**config.mk**
```make
export PLATFORM = sky130hd
export DESIGN_NAME = mcu_port_power_irq_regs
export DESIGN_NICKNAME = d
export VERILOG_FILES = /design/src/verilog/sfr_pkg.sv /design/src/verilog/bank_memory.sv /design/src/verilog/mcu_port_power_irq_regs.sv
export SDC_FILE = /design/constraint.sdc
export NUM_CORES = 2
export LEC_CHECK = 0
export BUFFER_PORTS_ARGS = -buffer_cell sky130_fd_sc_hd__clkbuf_2
export CAP_MARGIN = 10
export CORE_MARGIN = 4
export CORE_UTILIZATION = 45
export DETAILED_ROUTE_END_ITERATION = 10
export HOLD_SLACK_MARGIN = 0.03
export PLACE_DENSITY = 0.62
export SETUP_SLACK_MARGIN = 0.05
export SLEW_MARGIN = 20
export SYNTH_ARGS = -nofsm -noshare
export SYNTH_HDL_FRONTEND = slang
export SYNTH_SLANG_ARGS = --single-unit
```
**constraint.sdc**
```tcl
create_clock -name ref_clk -period 4.2 [get_ports ref_clk]
set_input_delay 0.84 -clock ref_clk [delete_from_list [all_inputs] [get_ports ref_clk]]
set_output_delay 0.84 -clock ref_clk [all_outputs]
set_load 0.1 [all_outputs]
```
**src/verilog/sfr_pkg.sv**
```systemverilog
// Package: offsets, field positions and reset values of the special register bank
package sfr_pkg;
  // ----------------------------------------------------------------
  // Register offsets
  // ----------------------------------------------------------------
  localparam logic [4:0] OFS_INDIRECT_DATA = 5'h00;  // Indirect data port (no storage)
  localparam logic [4:0] OFS_STATUS        = 5'h03;  // Status (bank select bits only here)
  localparam logic [4:0] OFS_INDIRECT_PTR  = 5'h04;
  localparam logic [4:0] OFS_PORT_A        = 5'h05;
  localparam logic [4:0] OFS_PORT_B        = 5'h06;
  localparam logic [4:0] OFS_POWER         = 5'h08;
  localparam logic [4:0] OFS_WAKEUP        = 5'h09;
  localparam logic [4:0] OFS_PC_HIGH       = 5'h0A;
  localparam logic [4:0] OFS_PULL_LOW      = 5'h0B;
  localparam logic [4:0] OFS_PULL_HIGH     = 5'h0C;
  localparam logic [4:0] OFS_INT_ENABLE    = 5'h0E;
  localparam logic [4:0] OFS_INT_FLAGS     = 5'h0F;
  localparam logic [4:0] OFS_DIRECTION     = 5'h10;  // Port A direction; port B direction at OFS_DIRECTION_B
  localparam logic [4:0] OFS_DIRECTION_B   = 5'h11;

  // ----------------------------------------------------------------
  // Reset values and implemented masks
  // ----------------------------------------------------------------
  localparam logic [7:0] POWER_RESET     = 8'h88;
  localparam logic [7:0] WAKEUP_RESET    = 8'h3F;
  localparam logic [7:0] PULL_LOW_RESET  = 8'hFF;
  localparam logic [7:0] PULL_HIGH_RESET = 8'h3F;
  localparam logic [7:0] SIX_BIT_MASK    = 8'h3F;  // Wake-up and pull-high bits
  localparam logic [7:0] INT_MASK        = 8'hDF;  // Bit 5 of enable/flags absent
  localparam logic [7:0] PC_HIGH_MASK    = 8'h07;
  localparam logic [7:0] PORT_B_PIN_MASK = 8'h3F;  // Bits 7..6 carry no pins
  localparam logic [7:0] DIR_RESET       = 8'hFF;  // All pins input after reset

  // ----------------------------------------------------------------
  // Field positions
  // ----------------------------------------------------------------
  localparam int POS_CMP_EN   = 2;
  localparam int POS_LVR_EN   = 3;
  localparam int POS_LVD_EN   = 5;
  localparam int POS_WDT_EN   = 7;
  localparam int POS_CRYSTAL_SPEEDUP_STOP = 6;
  localparam int POS_BANK_LO  = 6;
  localparam int POS_PORT_CHG = 1;  // Port change flag position
endpackage : sfr_pkg

```
**src/verilog/bank_memory.sv**
```systemverilog
// Data memory: four banks of 128 bytes, registered read data
module bank_memory (
  // Clock
  input  wire logic       ref_clk,
  // Write port
  input  wire logic       wr_en,
  input  wire logic [8:0] wr_addr,
  input  wire logic [7:0] wr_data,
  // Read port
  input  wire logic [8:0] rd_addr,
  output logic      [7:0] rd_data
);
  // ----------------------------------------------------------------
  // Storage
  // ----------------------------------------------------------------
  logic [7:0] mem [512];  // Contents undefined after power-up

  // Write and registered read; no reset so it maps onto a RAM
  always_ff @(posedge ref_clk) begin
    if (wr_en) begin
      mem[wr_addr] <= wr_data;
    end
    rd_data <= mem[rd_addr];
  end
endmodule // bank_memory

```
**src/verilog/mcu_port_power_irq_regs.sv**
```systemverilog
// Special register bank: pointer, ports, power, pulls, interrupt enables and flags
module mcu_port_power_irq_regs #(
  parameter bit READ_SOURCE_OPTION = 1'b0  // 1: output pins read their latch
) (
  // Clock and reset
  input  wire logic       ref_clk,
  input  wire logic       reset_n,
  // Register port
  input  wire logic [4:0] reg_addr,
  input  wire logic [7:0] reg_wdata,
  input  wire logic       reg_wr,
  input  wire logic       reg_rd,
  output logic      [7:0] reg_rdata,
  // Port pins
  input  wire logic [7:0] port_a_in,
  input  wire logic [5:0] port_b_in,
  output logic      [7:0] port_a_out,
  output logic      [7:0] port_a_oe,
  output logic      [5:0] port_b_out,
  output logic      [5:0] port_b_oe,
  // Power and analog enables
  output logic            comparator_enable,
  output logic            low_voltage_reset_enable,
  output logic            low_voltage_detect_enable,
  output logic            watchdog_enable,
  output logic            crystal_speedup_stop,
  // Wake-up and resistor controls
  output logic      [5:0] pin_wakeup_enable,
  output logic      [3:0] port_a_pull_low_off,
  output logic      [3:0] port_b_pull_low_off,
  output logic      [5:0] port_b_pull_high_off,
  // Program counter high bits
  output logic      [2:0] pc_high_bits,
  // Interrupt events, one-cycle pulses from same-clock logic
  input  wire logic       timer0_overflow_evt,
  input  wire logic       ext_irq0_evt,
  input  wire logic       timer1_underflow_evt,
  input  wire logic       low_voltage_evt,
  input  wire logic       watchdog_timeout_evt,
  input  wire logic       ext_irq1_evt,
  input  wire logic [7:0] port_a_change_en,  // Pins taking part in change detection
  input  wire logic [5:0] port_b_change_en,
  // Pending interrupt request to the core
  output logic            irq_pending
);
  // ----------------------------------------------------------------
  // Registers
  // ----------------------------------------------------------------
  logic [7:0] indirect_pointer_q;          // Pointer and spare bit 7
  logic [1:0] bank_select_q;               // Status bits 7..6
  logic [7:0] port_a_latch_q;              // Port A output latch
  logic [7:0] port_b_latch_q;              // Port B latch, bits 7..6 storage
  logic [7:0] power_control_q;
  logic [7:0] wakeup_q;
  logic [2:0] pc_high_q;
  logic       speedup_stop_q;              // Sticky once set until reset
  logic [7:0] pull_low_q;
  logic [7:0] pull_high_q;
  logic [7:0] int_enable_q;
  logic [7:0] int_flags_q;
  logic [7:0] int_flags_d;
  logic [7:0] dir_a_q;                     // 1 = input
  logic [5:0] dir_b_q;
  logic [7:0] reg_rdata_q;
  logic       irq_q;
  // Pin synchronisers
  logic [7:0] pa_meta_q, pa_sync_q, pa_prev_q;
  logic [5:0] pb_meta_q, pb_sync_q, pb_prev_q;
  // Indirect access
  logic       ind_wr, ind_rd_q;
  logic [8:0] ind_addr;
  logic [7:0] mem_rdata;
  logic [7:0] direct_rdata;
  logic       port_change;
  logic [7:0] events;

  // ----------------------------------------------------------------
  // Pin sampling
  // ----------------------------------------------------------------
  // Two stages before any use; previous sample feeds change detection
  always_ff @(posedge ref_clk or negedge reset_n) begin
    if (!reset_n) begin
      pa_meta_q <= 8'h00;
      pa_sync_q <= 8'h00;
      pa_prev_q <= 8'h00;
      pb_meta_q <= 6'h00;
      pb_sync_q <= 6'h00;
      pb_prev_q <= 6'h00;
    end else begin
      pa_meta_q <= port_a_in;
      pa_sync_q <= pa_meta_q;
      pa_prev_q <= pa_sync_q;
      pb_meta_q <= port_b_in;
      pb_sync_q <= pb_meta_q;
      pb_prev_q <= pb_sync_q;
    end
  end

  // Change on any participating pin
  assign port_change = |(((pa_sync_q ^ pa_prev_q) & port_a_change_en)) |
                       |(((pb_sync_q ^ pb_prev_q) & port_b_change_en));

  // ----------------------------------------------------------------
  // Indirect addressing
  // ----------------------------------------------------------------
  // Bank and pointer form the data memory address
  assign ind_addr = {bank_select_q, indirect_pointer_q[6:0]};
  assign ind_wr   = reg_wr && (reg_addr == sfr_pkg::OFS_INDIRECT_DATA);

  bank_memory u_bank_memory (
    .ref_clk (ref_clk),
    .wr_en   (ind_wr),
    .wr_addr (ind_addr),
    .wr_data (reg_wdata),
    .rd_addr (ind_addr),
    .rd_data (mem_rdata)
  );

  // ----------------------------------------------------------------
  // Pointer, status bank bits and port latches
  // ----------------------------------------------------------------
  // Pointer bit 7 is kept as plain storage
  always_ff @(posedge ref_clk or negedge reset_n) begin
    if (!reset_n) begin
      indirect_pointer_q <= 8'h00;
      bank_select_q      <= 2'h0;
    end else begin
      if (reg_wr && reg_addr == sfr_pkg::OFS_INDIRECT_PTR) begin
        indirect_pointer_q <= reg_wdata;
      end
      if (reg_wr && reg_addr == sfr_pkg::OFS_STATUS) begin
        bank_select_q <= reg_wdata[7:sfr_pkg::POS_BANK_LO];
      end
    end
  end

  // Latches load regardless of direction
  always_ff @(posedge ref_clk or negedge reset_n) begin
    if (!reset_n) begin
      port_a_latch_q <= 8'h00;
      port_b_latch_q <= 8'h00;
      dir_a_q        <= sfr_pkg::DIR_RESET;
      dir_b_q        <= sfr_pkg::DIR_RESET[5:0];
    end else if (reg_wr) begin
      unique case (reg_addr)
        sfr_pkg::OFS_PORT_A:      port_a_latch_q <= reg_wdata;
        sfr_pkg::OFS_PORT_B:      port_b_latch_q <= reg_wdata;
        sfr_pkg::OFS_DIRECTION:   dir_a_q        <= reg_wdata;
        sfr_pkg::OFS_DIRECTION_B: dir_b_q        <= reg_wdata[5:0];
        default: begin
        end
      endcase
    end
  end

  // ----------------------------------------------------------------
  // Power, wake-up, PC buffer and resistor controls
  // ----------------------------------------------------------------
  // Unimplemented positions are masked on write so they read zero; power keeps all eight bits
  always_ff @(posedge ref_clk or negedge reset_n) begin
    if (!reset_n) begin
      power_control_q <= sfr_pkg::POWER_RESET;
      wakeup_q        <= sfr_pkg::WAKEUP_RESET;
      pc_high_q       <= 3'h0;
      pull_low_q      <= sfr_pkg::PULL_LOW_RESET;
      pull_high_q     <= sfr_pkg::PULL_HIGH_RESET;
      int_enable_q    <= 8'h00;
    end else if (reg_wr) begin
      unique case (reg_addr)
        sfr_pkg::OFS_POWER:      power_control_q <= reg_wdata;
        sfr_pkg::OFS_WAKEUP:     wakeup_q  <= reg_wdata & sfr_pkg::SIX_BIT_MASK;
        sfr_pkg::OFS_PC_HIGH:    pc_high_q <= reg_wdata[2:0];
        sfr_pkg::OFS_PULL_LOW:   pull_low_q <= reg_wdata;
        sfr_pkg::OFS_PULL_HIGH:  pull_high_q <= reg_wdata & sfr_pkg::SIX_BIT_MASK;
        sfr_pkg::OFS_INT_ENABLE: int_enable_q <= reg_wdata & sfr_pkg::INT_MASK;
        default: begin
        end
      endcase
    end
  end

  // Speed-up stop: a written one latches; a zero does nothing, since the
  // oscillator cannot restart its speed-up once stopped
  always_ff @(posedge ref_clk or negedge reset_n) begin
    if (!reset_n) begin
      speedup_stop_q <= 1'b0;
    end else if (reg_wr && reg_addr == sfr_pkg::OFS_PC_HIGH &&
                 reg_wdata[sfr_pkg::POS_CRYSTAL_SPEEDUP_STOP]) begin
      speedup_stop_q <= 1'b1;
    end
  end

  // ----------------------------------------------------------------
  // Interrupt flags
  // ----------------------------------------------------------------
  // Event vector in flag bit order; bit 5 absent
  assign events = {ext_irq1_evt, watchdog_timeout_evt, 1'b0, low_voltage_evt,
                   timer1_underflow_evt, ext_irq0_evt, port_change,
                   timer0_overflow_evt};

  // Software write replaces flags, then events are ORed on top
  always_comb begin
    int_flags_d = int_flags_q;  // Hardware never clears by itself
    if (reg_wr && reg_addr == sfr_pkg::OFS_INT_FLAGS) begin
      int_flags_d = reg_wdata;
    end
    int_flags_d = (int_flags_d | events) & sfr_pkg::INT_MASK;
  end

  always_ff @(posedge ref_clk or negedge reset_n) begin
    if (!reset_n) begin
      int_flags_q <= 8'h00;
    end else begin
      int_flags_q <= int_flags_d;
    end
  end

  // Request toward the core while any enabled flag stands
  always_ff @(posedge ref_clk or negedge reset_n) begin
    if (!reset_n) begin
      irq_q <= 1'b0;
    end else begin
      irq_q <= |(int_flags_q & int_enable_q);
    end
  end

  // ----------------------------------------------------------------
  // Read path
  // ----------------------------------------------------------------
  // Read mux; option picks latch or pin for output pins
  always_comb begin
    direct_rdata = 8'h00;  // Unmapped offsets read zero
    unique case (reg_addr)
      sfr_pkg::OFS_STATUS:       direct_rdata = {bank_select_q, 6'h00};
      sfr_pkg::OFS_INDIRECT_PTR: direct_rdata = indirect_pointer_q;
      sfr_pkg::OFS_PORT_A: begin
        direct_rdata = (dir_a_q & pa_sync_q) |
                       (~dir_a_q & (READ_SOURCE_OPTION ? port_a_latch_q : pa_sync_q));
      end
      sfr_pkg::OFS_PORT_B: begin
        direct_rdata = {port_b_latch_q[7:6],
                        (dir_b_q & pb_sync_q) |
                        (~dir_b_q & (READ_SOURCE_OPTION ? port_b_latch_q[5:0] : pb_sync_q))};
      end
      sfr_pkg::OFS_POWER:        direct_rdata = power_control_q;
      sfr_pkg::OFS_WAKEUP:       direct_rdata = wakeup_q;
      sfr_pkg::OFS_PC_HIGH:      direct_rdata = {5'h00, pc_high_q};  // Stop bit reads zero
      sfr_pkg::OFS_PULL_LOW:     direct_rdata = pull_low_q;
      sfr_pkg::OFS_PULL_HIGH:    direct_rdata = pull_high_q;
      sfr_pkg::OFS_INT_ENABLE:   direct_rdata = int_enable_q;
      sfr_pkg::OFS_INT_FLAGS:    direct_rdata = int_flags_q & int_enable_q;
      sfr_pkg::OFS_DIRECTION:    direct_rdata = dir_a_q;
      sfr_pkg::OFS_DIRECTION_B:  direct_rdata = {2'h0, dir_b_q};
      default:                   direct_rdata = 8'h00;
    endcase
  end

  // Memory already registers its read, so the indirect path skips this stage
  always_ff @(posedge ref_clk or negedge reset_n) begin
    if (!reset_n) begin
      reg_rdata_q <= 8'h00;
      ind_rd_q    <= 1'b0;
    end else begin
      ind_rd_q <= reg_rd && (reg_addr == sfr_pkg::OFS_INDIRECT_DATA);
      if (reg_rd) begin
        reg_rdata_q <= direct_rdata;
      end
    end
  end

  // ----------------------------------------------------------------
  // Outputs
  // ----------------------------------------------------------------
  // Indirect read data selected after the memory register
  assign reg_rdata = ind_rd_q ? mem_rdata : reg_rdata_q;

  assign port_a_out                = port_a_latch_q;
  assign port_a_oe                 = ~dir_a_q;
  assign port_b_out                = port_b_latch_q[5:0];
  assign port_b_oe                 = ~dir_b_q;
  assign comparator_enable         = power_control_q[sfr_pkg::POS_CMP_EN];
  assign low_voltage_reset_enable  = power_control_q[sfr_pkg::POS_LVR_EN];
  assign low_voltage_detect_enable = power_control_q[sfr_pkg::POS_LVD_EN];
  assign watchdog_enable           = power_control_q[sfr_pkg::POS_WDT_EN];
  assign crystal_speedup_stop      = speedup_stop_q;
  assign pin_wakeup_enable         = wakeup_q[5:0];
  assign port_a_pull_low_off       = pull_low_q[3:0];
  assign port_b_pull_low_off       = pull_low_q[7:4];
  assign port_b_pull_high_off      = pull_high_q[5:0];
  assign pc_high_bits              = pc_high_q;
  assign irq_pending               = irq_q;
endmodule // mcu_port_power_irq_regs

```
==> run metrics <==
global route overflow=0; Port Buffer Count=between 100 and 150; share of post-route cells with drive strength above 1=0.276; Peak VDD IR=roughly 0.37 mV; Routed Antenna Nets=0; Crit Path Category=reg -> reg; ys flop type=edfxtp_1; Initial Util=0.453; Max Freq=around 240 MHz; reg-to-reg endpoint=u_bank_memory.rd_data[7]; clock tree buffer depth=4; first-pass iteration count of the detailed router=6; crit path DAT=approximately 5000 ps; routability congestion estimate from global placement=0.986; Worst Setup Start Kind=flop; reg2reg start=indirect_pointer_q[0]; wirelength, routed=approximately 490 mm; DRT iter0 DRCs=about 14000; largest fanout on the critical path=75; TritonCTS clock tree=yes; post-synth cell types=75; Avg Vias per Cell=6.24; Placed Cells=13700; Skew-Pair Late Insertion Delay=1000 ps; status=finished clean; site row count=about 220; Slew headroom=0.211; crit path capture=u_bank_memory.rd_data[7]; Synth Warn #=0; Min-Delay Path Class=in -> reg; final std cells w/o fill=between 10000 and 15000; number of synthesized flops with an enable pin=about 4100; final hold vios=0; CP required=slightly above 5000 ps; Final Cell Area=0.192 sq mm; DRC viols=0; largest net degree at the start of global routing=181; worst slack, placed=-194 ps; Layout Area Growth over Synthesis=16.6%; Root Driver=clkbuf_16; Worst Tran Pin Value=1180 ps; Tmin final=roughly 4200 ps; Power Total=a little under 100 mW; H-tree depth=5; reg2reg setup slack=between 20 and 25 ps; Fin Setup TNS=0 ps; Worst setup startpoint=indirect_pointer_q[0]; syn_area_per_cell=19.9 sq um; Pwr Density=approximately 510 mW/mm^2; number of antenna violations at the first check in global routing=26; die span in y=slightly above 600 um; Setup Skew=70.4 ps; Die W=just over 600 um; cell area after synthesis=0.165 sq mm; Reg2Reg Depth=11; fin crit share=0.994; Num CTS Buffers=~420; Die Area=0.376 sq mm; Layout Nets=approximately 9400; RSZ-0062 raised after global routing=yes; syn_nets=approximately 8300; P_leak=approximately 60 nW; number of global-route vias before repair=a little under 90000; first-pass GRT wire length=roughly 690 mm; Setup violations, final=0; fill count=28200; Mapped Cells=between 8000 and 9000; Vias=90600; asr flop ratio synth=0.0325; num ports=about 120; sequential-to-total area share from yosys stat=0.770; Placed Area=between 0.15 and 0.2 sq mm; drt wl/cell=approximately 34 um; Worst Setup End Kind=flop; core box area=0.363 sq mm; max-slew violations=0; DP HPWL=around 320 mm; Max-cap violations=0; Total GRT Usage=0.260; PnR worst setup slack=roughly 24 ps; clock sink total=4242; CTS clk-pin slew, worst paths=70 ps; number of synthesized register bits=roughly 4200
where the power goes:
part | leakage [nW] | switching (mW) | internal, mW
clock | 6.46 | 16.0 | 20.6
combinational | 16.9 | 9.35 | 5.29
sequential | 38.5 | 0.383 | 46.6
total | 61.8 | 25.7 | 72.5
logic make-up (layout without fill, tap and decap cells):
family | after synthesis | in the layout | share of synthesized area
AOI/OAI and AO/OA | 796 | 796 | 0.0340
DFF | 4242 | 4242 | 0.770
other | 0 | 16 | 0
xor gates and xnor gates | 14 | 14 | 0.000745
and+or+nand+nor | 1242 | 1242 | 0.0345
muxes | 1433 | 1433 | 0.144
buffers and inverters | 554 | 1974 | 0.0168
critical path: stages, from the launching register on:
cell,delay [ps]
dfrtp_4,450
buf_12,150
buf_4,150
buf_12,190
buf_12,450
mux2i_1,340
o22ai_1,140
nor4_1,650
a31oi_1,540
nor4_1,620
buf_4,230
nand3_1,60
final cells by class:
cell class	count	area, sq um	share of cell area
flip-flops and latches	4242	127000	0.660
multi-input cells	3485	35600	0.185
clock buffers	518	11100	0.0577
repair buffers	1173	10200	0.0530
well taps	4794	6000	0.0313
clock inverters	256	2210	0.0115
inverters	27	106	0.000554
diodes	16	40.0	0.000209
synth_stat cells, types with 8 or more instances:
master	count	share of area
o2111ai_1	14	0.00074
a22o_1	33	0.0018
buf_2	124	0.0038
o21ai_0	62	0.0019
nor2b_1	15	0.00057
buf_1	35	0.00080
a22oi_1	178	0.0081
and3_1	17	0.00065
nand3_1	129	0.0039
xor2_1	14	0.00074
nand3b_1	11	0.00050
a222oi_1	8	0.00049
a21oi_1	92	0.0028
buf_4	97	0.0044
or4_1	25	0.0011
dfstp_2	36	0.0057
mux4_2	745	0.10
dfrtp_1	102	0.016
nor3_1	28	0.00085
and2_1	15	0.00057
buf_6	23	0.0016
clkbuf_1	248	0.0057
nor2_1	580	0.013
nor3b_1	9	0.00041
and3b_1	8	0.00043
nor4_1	38	0.0014
o211ai_1	19	0.00087
nand2_1	239	0.0055
o22ai_1	172	0.0065
mux2_2	84	0.0057
a32oi_1	14	0.00074
mux2i_1	604	0.037
inv_1	25	0.00057
edfxtp_1	4096	0.75
a221oi_1	86	0.0046
a2111oi_0	9	0.00048
a31oi_1	56	0.0021
dfxtp_1	8	0.00097
nand4_1	89	0.0034
nand2b_1	9	0.00034
metal layers:
layer	global-route usage	vias to the layer above	wire (um)
met3	0.0692	1009	57300
li1	-	36300	-
met1	0.361	47600	189000
met5	0	-	148
met4	0.102	12	23100
met2	0.394	5649	225000
state kept, by name, indices dropped and copies added (netlist names), 7 cells and up:
name,cells
indirect_pointer_q,8
power_control_q,8
pa_prev_q,8
pa_sync_q,8
pa_meta_q,8
reg_rdata_q,8
port_b_latch_q,8
int_flags_q,7
pull_low_q,8
u_bank_memory.rd_data,8
port_a_out,8
dir_a_q,8
int_enable_q,7
u_bank_memory.mem,4096
layout by cell type (no fill, tap or decap), drive strengths merged, types with 11 or more instances in the layout:
cell type,count
diode,16
nor2,580
a221oi,86
clkinvlp,16
o211ai,19
edfxtp,4096
mux2i,604
nand2,239
o21ai,63
mux2,84
bufinv,30
o22ai,172
mux4,745
a32oi,14
and2,17
a22o,33
or4,25
xor2,14
nand4,89
clkbuf,625
and3,17
dfrtp,102
buf,1043
nand3b,11
dlygate4sd3,21
a21oi,92
nor2b,15
a22oi,178
nor4,38
inv,40
o2111ai,14
nand3,129
nor3,28
clkinv,197
a31oi,56
dfstp,36
per-stage QoR:
stage | hold slack [ps] | utilization
floorplan | 331 | -
global placement | 337 | 0.490
detailed placement | 336 | 0.490
CTS | 165 | 0.528
global route | 217 | 0.528
finish | 247 | 0.528
worst min-delay path by stage:
stage,start,endpoint,cells after the start
after floorplan,pa_meta_q[0],pa_sync_q[0],0
after global placement,pa_meta_q[2],pa_sync_q[2],0
after detailed placement,pa_meta_q[5],pa_sync_q[5],0
after CTS,reg_addr[1],ind_rd_q,3
after global routing,reg_addr[1],ind_rd_q,3
final,reg_addr[1],ind_rd_q,3
what timing repair did:
action,CTS,global route
pin swaps,0,0
hold endpoints to repair,80,0
endpoints found under the setup margin,6,8
resized for setup,17,2
gates cloned,2,0
buffers inserted,0,4
hold buffers,21,0
No activity file was read; power rests on OpenSTA's default activity.
